### config.mk
export PLATFORM = sky130hd
export DESIGN_NAME = fbz_flash_boot_regs
export DESIGN_NICKNAME = d
export VERILOG_FILES = /design/src/include/fbz_pkg.sv /design/src/core/fbz_flash_boot_regs.sv
export SDC_FILE = /design/constraint.sdc
export NUM_CORES = 1
export LEC_CHECK = 0
export BUFFER_PORTS_ARGS = -buffer_cell sky130_fd_sc_hd__buf_2
export CAP_MARGIN = 20
export CORE_ASPECT_RATIO = 1.5
export CORE_UTILIZATION = 30
export CTS_CLUSTER_SIZE = 28
export DETAILED_ROUTE_END_ITERATION = 12
export MAX_ROUTING_LAYER = met4
export PLACE_DENSITY = 0.49
export REMOVE_ABC_BUFFERS = 1
export SYNTH_ARGS = -nofsm -noshare
export SYNTH_HDL_FRONTEND = slang
export SYNTH_SLANG_ARGS = --single-unit
### constraint.sdc
create_clock -name clk -period 2.33 [get_ports clk]
set_clock_uncertainty 0.1 [all_clocks]
set_input_delay 0.3495 -clock clk [delete_from_list [all_inputs] [get_ports clk]]
set_output_delay 0.3495 -clock clk [all_outputs]
set_load 0.03 [all_outputs]
### src/include/fbz_pkg.sv
/*
 * Package for the flash boot-zone and self-programming register block.
 * Holds register addresses, field positions, reset values and codes.
 * Assumes one core clock and a synchronous active-low reset.
 */
package fbz_pkg;
    // Register addresses in the direct special register space
    localparam logic [7:0] SFR_LOW_ADDR     = 8'h80;
    localparam logic [7:0] SYS_CONFIG_ADDR  = 8'hBF;
    localparam logic [7:0] FLASH_ADDR_HI    = 8'hF4;
    localparam logic [7:0] FLASH_ADDR_LO    = 8'hF5;
    localparam logic [7:0] FLASH_DATA_ADDR  = 8'hF6;
    localparam logic [7:0] FLASH_CTRL_ADDR  = 8'hF7;
    // Reset values
    localparam logic [7:0] SYS_CONFIG_RST   = 8'h0A;
    localparam logic [7:0] FLASH_REG_RST    = 8'h00;
    // System configuration fields
    localparam int WDOG_FLAG_BIT   = 7;
    localparam int DATA_FLASH_BIT  = 3;
    localparam int SELF_PROG_BIT   = 2;
    localparam int XRAM_BIT        = 1;
    localparam int LATCH_INH_BIT   = 0;
    localparam logic [7:0] SYS_CONFIG_RW_MASK = 8'h0F;
    // Operation control fields
    localparam int LAUNCH_BIT      = 7;
    localparam int REGION_BIT      = 5;
    localparam int FUNC_HI_BIT     = 1;
    localparam int FUNC_LO_BIT     = 0;
    // Unlock key bytes
    localparam logic [7:0] UNLOCK_KEY_A = 8'h55;
    localparam logic [7:0] UNLOCK_KEY_B = 8'hAA;
    // Boot entry
    localparam logic [7:0]  BLANK_BYTE      = 8'hFF;
    localparam logic [3:0]  BOOT_SIZE_MAX   = 4'h8;
    localparam logic [16:0] PROG_FLASH_TOP  = 17'h10000;
    localparam int          BOOT_STEP_SHIFT = 9;
    // Function codes
    typedef enum logic [1:0] {
        FN_BYTE_PROG  = 2'h0,
        FN_ERASE_PROT = 2'h1,
        FN_PAGE_ERASE = 2'h2,
        FN_FULL_ERASE = 2'h3
    } fbz_func_e;
    // Unlock progress
    typedef enum logic [1:0] {UNL_IDLE, UNL_GOT_A, UNL_GOT_B, UNL_OPEN} fbz_unlock_e;
endpackage

### src/core/fbz_flash_boot_regs.sv
/*
 * Flash boot-zone selection and self-programming registers.
 * Processor core writes/reads registers by direct address; the flash
 * array controller answers each request with a one-cycle done pulse.
 * Straps, size setting and lock option are static configuration inputs.
 */
`timescale 1ns/100ps

// How it works
// Only direct accesses reach registers 80h-FFh
// Program and data flash both self-programmable
// Boot zone sized 512B to 4KB steps
// Blank word zero plus size enters boot
// Low straps during reset enter boot
// Size zero disables boot entry entirely
// Programmer erase clears whole array always; flashKeepBoot drops only the cycle after flashEraseAll
// Lock protects boot zone, blocks readback
// Long jump may enter boot anytime
// Factory loader span treated as boot zone
// Region bit is seventeenth address bit
// Function code selects operation; locked erase
// Launch writable only after 55 AA 55
// Launch captures, holds PC, then clears
// Base is top minus size each cycle; vector sampled at release
// Flash registers zero after reset
module fbz_flash_boot_regs
    import fbz_pkg::*;
(
    // Clock and reset
    input  wire logic        clk,
    input  wire logic        rstn,
    // Special register access from the core
    input  wire logic [7:0]  sfrAddr,
    input  wire logic        sfrIndirect,
    input  wire logic        sfrWrite,
    input  wire logic        sfrRead,
    input  wire logic [7:0]  sfrWdata,
    output logic      [7:0]  sfrRdata,
    // Static configuration, straps and watchdog event
    input  wire logic [3:0]  bootZoneSizeSetting,
    input  wire logic        lockOption,
    input  wire logic [7:0]  word0Byte,
    input  wire logic        portP26,
    input  wire logic        portP27,
    input  wire logic        portP43,
    input  wire logic        watchdogResetEvent,
    // Boot entry results
    output logic             resetVectorValid,
    output logic      [15:0] resetVector,
    output logic      [15:0] bootZoneBase,
    // Flash array controller
    output logic             flashReq,
    output logic      [1:0]  flashFunc,
    output logic      [16:0] flashAddr,
    output logic      [7:0]  flashData,
    output logic             flashKeepBoot,
    input  wire logic        flashDone,
    input  wire logic        parallelErase,
    output logic             flashEraseAll,
    output logic             readbackBlock,
    // Core control and enables
    output logic             pcHold,
    output logic             dataFlashEnable,
    output logic             selfProgramEnable,
    output logic             expandedRamEnable,
    output logic             latchStrobeInhibit
);

    // Whole module state
    typedef struct packed {
        logic [7:0]  sysCfg;      // System configuration
        logic [7:0]  addrHi;      // Flash address high
        logic [7:0]  addrLo;      // Flash address low
        logic [7:0]  dataByte;    // Flash data byte
        logic        launch;      // Operation launch bit
        logic        region;      // Region select
        logic [1:0]  func;        // Function code
        fbz_unlock_e unlock;      // Key progress
        logic        busy;        // Operation running
        logic        req;         // Request pulse
        logic        issued;      // Request already sent
        logic [1:0]  opFunc;      // Captured function
        logic [16:0] opAddr;      // Captured address
        logic [7:0]  opData;      // Captured data
        logic        keepBoot;    // Erase spares boot zone
        logic        eraseAll;    // Programmer erase pulse
        logic        inReset;     // Reset seen last cycle
        logic        strapHeld;   // Straps low all through reset
        logic        vecValid;    // Vector computed
        logic [15:0] vector;      // Start address
        logic [15:0] base;        // Boot zone base
        logic        lockSeen;    // Registered lock
        logic [7:0]  rdata;       // Read answer
    } fbz_state_s;

    fbz_state_s st_r;   // Registered state
    fbz_state_s st_nxt; // Next state

    logic [3:0]  sizeClamp;  // Size limited to 4KB
    logic [16:0] baseWide;   // Top minus zone size
    logic        strapNow;   // Strap condition this cycle
    logic        direct;     // Direct access qualifier
    logic        inBoot;     // Captured address in boot zone
    logic        startOp;    // Launch waiting for its request
    logic        keepNow;    // Boot zone to be spared

    // Next-state logic
    always_comb begin
        st_nxt = st_r;
        st_nxt.req = 1'b0;
        st_nxt.eraseAll = 1'b0;
        // Zone base from size setting
        sizeClamp = (bootZoneSizeSetting > BOOT_SIZE_MAX) ? BOOT_SIZE_MAX
                                                          : bootZoneSizeSetting;
        baseWide = PROG_FLASH_TOP - (17'(sizeClamp) << BOOT_STEP_SHIFT);
        strapNow = (!portP26 && !portP27) || !portP43;
        direct = !sfrIndirect && (sfrAddr >= SFR_LOW_ADDR);
        inBoot = !st_r.opAddr[16] && (st_r.opAddr[15:0] >= st_r.base);
        st_nxt.base = baseWide[15:0];
        st_nxt.lockSeen = lockOption;
        st_nxt.inReset = !rstn;
        // Straps tracked over the whole reset pulse
        if (!rstn) begin
            st_nxt.strapHeld = st_r.inReset ? (st_r.strapHeld && strapNow) : strapNow;
        end
        // Entry decision at reset release
        if (rstn && st_r.inReset) begin
            st_nxt.vecValid = 1'b1;
            if ((sizeClamp != 4'h0)
                && ((word0Byte == BLANK_BYTE) || st_r.strapHeld)) begin
                st_nxt.vector = baseWide[15:0];
            end else begin
                st_nxt.vector = 16'h0000;
            end
        end
        // Watchdog flag, set wins over clear
        if (sfrWrite && direct && sfrAddr == SYS_CONFIG_ADDR) begin
            st_nxt.sysCfg = (sfrWdata & SYS_CONFIG_RW_MASK)
                          | (st_r.sysCfg & sfrWdata & 8'h80);
        end
        if (watchdogResetEvent) begin
            st_nxt.sysCfg[WDOG_FLAG_BIT] = 1'b1;
        end
        // Register writes, blocked while an operation runs
        if (sfrWrite && direct && !st_r.busy) begin
            case (sfrAddr)
                FLASH_ADDR_HI: st_nxt.addrHi = sfrWdata;
                FLASH_ADDR_LO: st_nxt.addrLo = sfrWdata;
                FLASH_DATA_ADDR: begin
                    st_nxt.dataByte = sfrWdata;
                    // Key sequence tracking
                    case (st_r.unlock)
                        UNL_IDLE:  st_nxt.unlock = (sfrWdata == UNLOCK_KEY_A) ? UNL_GOT_A
                                                                              : UNL_IDLE;
                        UNL_GOT_A: st_nxt.unlock = (sfrWdata == UNLOCK_KEY_B) ? UNL_GOT_B
                                   : (sfrWdata == UNLOCK_KEY_A) ? UNL_GOT_A : UNL_IDLE;
                        UNL_GOT_B: st_nxt.unlock = (sfrWdata == UNLOCK_KEY_A) ? UNL_OPEN
                                                                              : UNL_IDLE;
                        UNL_OPEN:  st_nxt.unlock = UNL_OPEN;
                        default:   st_nxt.unlock = UNL_IDLE;
                    endcase
                end
                FLASH_CTRL_ADDR: begin
                    st_nxt.region = sfrWdata[REGION_BIT];
                    st_nxt.func = sfrWdata[FUNC_HI_BIT:FUNC_LO_BIT];
                    // Launch only once the key is complete
                    if (sfrWdata[LAUNCH_BIT] && st_r.unlock == UNL_OPEN
                        && st_r.sysCfg[SELF_PROG_BIT]
                        && (!sfrWdata[REGION_BIT] || st_r.sysCfg[DATA_FLASH_BIT])) begin
                        st_nxt.launch = 1'b1;
                        st_nxt.busy = 1'b1;
                        st_nxt.unlock = UNL_IDLE;
                        st_nxt.opFunc = sfrWdata[FUNC_HI_BIT:FUNC_LO_BIT];
                        st_nxt.opAddr = {sfrWdata[REGION_BIT], st_r.addrHi, st_r.addrLo};
                        st_nxt.opData = st_r.dataByte;
                    end
                end
                default: begin
                end
            endcase
        end
        // One request pulse per launch; lock decides boot sparing
        startOp = st_r.busy && st_r.launch && !st_r.issued;
        keepNow = st_r.lockSeen && (st_r.opFunc == FN_FULL_ERASE
                  || (st_r.opFunc == FN_PAGE_ERASE && inBoot));
        st_nxt.req = startOp;
        st_nxt.keepBoot = keepNow && !st_r.eraseAll;
        st_nxt.issued = st_r.busy && (st_r.issued || startOp);
        // Completion clears launch and frees the core
        if (st_r.busy && flashDone) begin
            st_nxt.busy = 1'b0;
            st_nxt.launch = 1'b0;
        end
        // Programmer erase pulses whatever the lock; keepBoot drops only the cycle after the pulse
        if (parallelErase) begin
            st_nxt.eraseAll = 1'b1;
        end
        // Read answer, next cycle
        st_nxt.rdata = 8'h00;
        if (sfrRead && direct) begin
            case (sfrAddr)
                SYS_CONFIG_ADDR: st_nxt.rdata = st_r.sysCfg;
                FLASH_ADDR_HI:   st_nxt.rdata = st_r.addrHi;
                FLASH_ADDR_LO:   st_nxt.rdata = st_r.addrLo;
                FLASH_DATA_ADDR: st_nxt.rdata = st_r.dataByte;
                FLASH_CTRL_ADDR: st_nxt.rdata = {st_r.launch, 1'b0, st_r.region,
                                                 3'b000, st_r.func};
                default:         st_nxt.rdata = 8'h00;
            endcase
        end
        // Reset values
        if (!rstn) begin
            st_nxt.sysCfg = SYS_CONFIG_RST;
            {st_nxt.addrHi, st_nxt.addrLo, st_nxt.dataByte} = {3{FLASH_REG_RST}};
            st_nxt.launch = 1'b0;
            st_nxt.region = 1'b0;
            st_nxt.func = 2'h0;
            st_nxt.unlock = UNL_IDLE;
            st_nxt.busy = 1'b0;
            st_nxt.opFunc = 2'h0;
            st_nxt.opAddr = 17'h00000;
            st_nxt.opData = 8'h00;
            st_nxt.eraseAll = 1'b0;
            st_nxt.req = 1'b0;
            st_nxt.keepBoot = 1'b0;
            st_nxt.issued = 1'b0;
            st_nxt.vecValid = 1'b0;
            st_nxt.vector = 16'h0000;
            st_nxt.rdata = 8'h00;
        end
    end

    // State register, the whole module state in one flop bank
    always_ff @(posedge clk) begin
        st_r <= st_nxt;
    end

    // Outputs straight from flip-flops
    assign sfrRdata = st_r.rdata;
    assign resetVectorValid = st_r.vecValid;
    assign resetVector = st_r.vector;
    assign bootZoneBase = st_r.base;     // Fetch of this span is never gated  R9
    assign flashReq = st_r.req;
    assign flashKeepBoot = st_r.keepBoot;
    assign flashFunc = st_r.opFunc;
    assign flashAddr = st_r.opAddr;
    assign flashData = st_r.opData;
    assign flashEraseAll = st_r.eraseAll;
    assign readbackBlock = st_r.lockSeen;
    assign pcHold = st_r.busy;
    assign dataFlashEnable = st_r.sysCfg[DATA_FLASH_BIT];
    assign selfProgramEnable = st_r.sysCfg[SELF_PROG_BIT];
    assign expandedRamEnable = st_r.sysCfg[XRAM_BIT];
    assign latchStrobeInhibit = st_r.sysCfg[LATCH_INH_BIT];
endmodule

==> After elaboration in Yosys (flattened, before gate mapping) <==
Index checks and enable logic that the tools add are counted.
{ "totals": {"elab_cells": 103, "inputBits": 40, "register_bits": 111} }
{ "op_classes": {"bitwise": 3, "reduce_logical": 46, "order_cmp": 3, "muxes": 13, "n_eq_ne": 14, "add_sub_neg": 1} }
{ "ops": {"columns": ["operator", "count"], "rows": [
  ["equality test 8 bit, second input constant", 7],
  ["one-hot mux 8 bit (5 select lines)", 1],
  ["logical AND 1 bit", 19],
  ["greater-or-equal comparator 16 bit", 1],
  ["2-to-1 mux 16 bit", 1],
  ["subtractor 1 x 13 -> 14 bit, first input constant", 1],
  ["zero test 1 bit", 10],
  ["AND reduction 2 bit", 5],
  ["bitwise AND 8 bit", 1],
  ["equality test 2 bit, second input constant", 4],
  ["equality test 8 x 7 -> 1 bit, second input constant", 1],
  ["greater-or-equal comparator 8 bit, second input constant", 1],
  ["2-to-1 mux 8 bit", 1],
  ["bitwise OR 4 x 8 -> 8 bit", 1],
  ["one-hot mux 2 bit (4 select lines)", 1],
  ["AND reduction 3 bit", 2],
  ["logical OR 1 bit", 5],
  ["> comparator 4 bit, second input constant", 1],
  ["2-to-1 mux 1 bit", 4],
  ["2-to-1 mux 2 bit", 2],
  ["2-to-1 mux 4 bit", 1],
  ["one-hot mux 2 bit (2 select lines)", 1],
  ["nonzero test 2 bit", 2],
  ["nonzero test 4 bit", 1],
  ["6 further kinds", 6]
]} }

==> Depth between registers and ports, before layout <==
{ "depth": {"ltp_word": 6, "ltp_mapped": 6, "ltp_nobuf": 6} }

==> Worst setup path before layout <==
OpenSTA, ideal clock, no wires.
{ "synth_path": {"path_type": "reg-to-reg", "startpoint": "register st_r, in the netlist pcHold", "endpoint": "register st_r[77] (netlist bit)", "n_path_buf": 1, "path_stages_with_launch": 6, "t_required_ns": 2.156, "t_arrival_ns": 1.647, "setup_slack_ns": 0.509, "synth_period_minus_slack_ns": 1.821, "setup_ns": 0.074, "cell_sequence": "dfxtp_1 nand4bb_1 or4b_1 clkbuf_1 a211o_1 o21ai_0"} }
{ "synth_between": {"elab_chain_len": 3} }
{ "synth_lines": {"columns": ["element", "line", "source"], "rows": [
  ["start, declared", "fbz_flash_boot_regs.sv:96", "fbz_state_s st_r;"],
  ["start signal, assigned", "fbz_flash_boot_regs.sv:235", "st_r <= st_nxt;"],
  ["zero test 1 bit", "fbz_flash_boot_regs.sv:145", "if (sfrWrite && direct && !st_r.busy) begin"],
  ["logical AND 1 bit", "fbz_flash_boot_regs.sv:145", null],
  ["AND reduction 3 bit (no line)", null, null]
]} }
Every way passes these cells.
A chain may end at the register's enable or synchronous reset.

==> Final worst setup path <==
Same ends and word-level chain as after synthesis.

==> metrics <==
status finished, violations left; failing checks DRC; via count 3139; Worst Setup End Kind register; number of flops mapped to enable cells by yosys 1; largest net degree at the start of global routing 25; post_cts resized 0; Yosys cell types 49; count of input and output buffers 98; Post-Synthesis Cells 446; final instance area 0.004707 mm2; die area 0.01437 mm2; Yosys top cell by area dfxtp_1; slew margin rel. 61.94%; Synth top area share 41.81%; Max Slew Vio Count 0; Avg WL per Cell 15.23 um; Setup violations, final 0; most common cell after layout, fill and taps aside buf_2; CORE AREA 0.01353 mm2; post-synthesis compound-gate area fraction 7.420%; Final Cycle Share 80.87%; Cell Chain, Critical Path nand4bb_1, or4b_1, a211o_1, o21ai_0; GRT Residual Overflow 0; Pre-antenna DRT Iters 10; Hold Path Class in2reg; Clock Latency Late Sink 0.34 ns; hold slack 0.01388 ns; minimum clock period 1.884 ns; Pwr Density 671.4 mW/mm2; filler cell count in the final layout 1403; WS Path Type reg2reg; FF-to-FF setup slack 0.45 ns; multi-input logic area 0.001807 mm2; Reg clk slew, reported paths 0.06 ns; root buf cell clkbuf_16; postcts setup bufs 0; Ports 117; clock sink count 88; fin nets 546; CP required 2.50 ns; WL final 10130 um; initial antenna violation count 0; cell family with most CP delay simple AND/OR/NAND/NOR gates; max-cap violation count 0; DIE WIDTH 98.21 um; dpl hpwl 7784 um; number of DRC markers in iteration 0 118; largest family of logic cells by synthesized area simple AND/OR/NAND/NOR gates; Fmax 530.7 MHz; ANT cells 0; Synth Area in XOR/XNOR 0.2103%; max incr delay on CP 0.71 ns; final core utilization 34.78%; multiplexer share of the synthesized area 13.94%; worst-path fanout max 9; Buf+Inv Stages, Crit Path 0; # hold bufs at CTS 0; Leakage Power 0.002156 uW; DRC viols 2; post-route ant nets 0; final hold vios 0; Placer Congestion 0.8228; simple-gate portion of the synthesized area 17.78%; synthesized flop and latch total 88; Total GRT Usage 15.14%; Mapped Area 0.004165 mm2; RSZ-0062 raised after global routing no; Post-Synth Adder-Cell Area 2.403%; CTS tree done; CTS H-tree depth 3; most frequent cells in the layout buf_2, dfxtp_1, nand2_1; Top FF cell, synth dfxtp_1; Yosys warning count 0; syn_area_per_cell 9.339 um2; largest cells by area after synthesis dfxtp_1, buf_4, mux2i_1; Die Ht 146.3 um; Avg Vias per Cell 4.720; Layout area overhead 13.01%; first-pass GRT wire length 16410 um; CP Launch Type register; FFs w/ async S/R, synth 0%; proportion of layout cells with a drive suffix above 1 26.84%; Post-DP Area 0.004422 mm2; Slew @ Worst Pin 0.5650 ns; Seq/Total Area, Yosys 42.54%; slowest cell on the critical path or4b_1; vias in the first global route 3262; Reg area 0.001772 mm2; TritonCTS buffer count 9; Max VDD drop 463.6 uV; Max clock buf depth 2; Starting Density 30.78%; Crit path arrival time 2.05 ns; # rows 52
-- state kept, by name (all words and copies together), names as in the netlist --
name                cells
resetVectorValid        1
flashReq                1
st_r                   33
flashFunc               2
flashAddr              17
flashData               8
pcHold                  1
sfrRdata                8
expandedRamEnable       1
flashEraseAll           1
dataFlashEnable         1
bootZoneBase            5
flashKeepBoot           1
readbackBlock           1
latchStrobeInhibit      1
selfProgramEnable       1
resetVector             5
-- layout make-up --
cell class / instances / area share, %
Clock buffer: 13 / 5.742
Clock inverter: 3 / 0.3190
Inverter: 12 / 0.9569
Multi-Input combinational cell: 275 / 38.38
Sequential cell: 88 / 37.64
Tap cell: 162 / 4.306
Timing Repair Buffer: 112 / 12.65
-- kinds of logic after synthesis --
kind of cell,count (synthesis)
DFF,88
xor gates and xnor gates,1
AOI/OAI and AO/OA,48
buffers and inverters,100
and+or+nand+nor,147
muxes,53
other,1
adders and majority gates,8
-- Yosys cell counts (2+ instances only) --
| cell type | number |
|---|---|
| mux4_2 | 4 |
| a32oi_1 | 3 |
| mux2i_1 | 49 |
| buf_6 | 2 |
| o21ai_0 | 10 |
| inv_1 | 12 |
| ha_1 | 8 |
| and2_1 | 3 |
| nand4_1 | 10 |
| nand3_1 | 9 |
| buf_4 | 68 |
| clkbuf_1 | 13 |
| o2bb2ai_1 | 2 |
| nor2_1 | 26 |
| dfxtp_1 | 87 |
| a21oi_1 | 16 |
| nand2b_1 | 4 |
| nor4bb_1 | 2 |
| nand4b_1 | 3 |
| nand2_1 | 69 |
| o21a_1 | 4 |
| a22oi_1 | 6 |
| nor2b_1 | 7 |
| buf_2 | 4 |
-- worst reg2reg max path, delay by kind of cell, from the launching register on --
family	cells	cell delay [ns]
compound gates	2	0.36
flops	1	0.34
simple gates	2	1.01
-- where the power goes --
group	total, uW	internal, uW	switching (uW)	leakage [uW]
logic	252	73.9	179	0.00130
registers	1530	1520	8.73	0.000714
clock network	1380	805	571	0.000145
-- final timing paths --
kind / startpoint / to / cells after the start
setup / recovery: pcHold$_SDFFE_PP0P_ / st_r[77]$_SDFFE_PN0P_ / 4
hold / removal: lockOption / readbackBlock$_DFF_P_ / 1
setup reg to reg: pcHold$_SDFFE_PP0P_ / st_r[77]$_SDFFE_PN0P_ / 4
hold reg to reg: st_r[73]$_SDFF_PN0_ / flashReq$_SDFF_PN0_ / 1
-- routing by layer --
metal,global-route usage (%),share of wire [%],vias up
met5,-,0,-
met4,7.687,3.3,0
met3,3.064,5.2,14
met2,26.80,51,113
met1,15.76,40,1464
li1,-,-,1548
-- per-stage QoR --
step	total power [uW]	worst slack (ns)	setup TNS (ns)	cells
final	3160	0.4456	0	665
after global routing	3282	0.2866	0	665
after CTS	3203	0.4304	0	665
after detailed placement	1819	0.2040	0	649
after global placement	1816	0.2410	0	649
after floorplan	1697	-0.5164	-4.131	375
No activity file was read; power rests on OpenSTA's default activity.
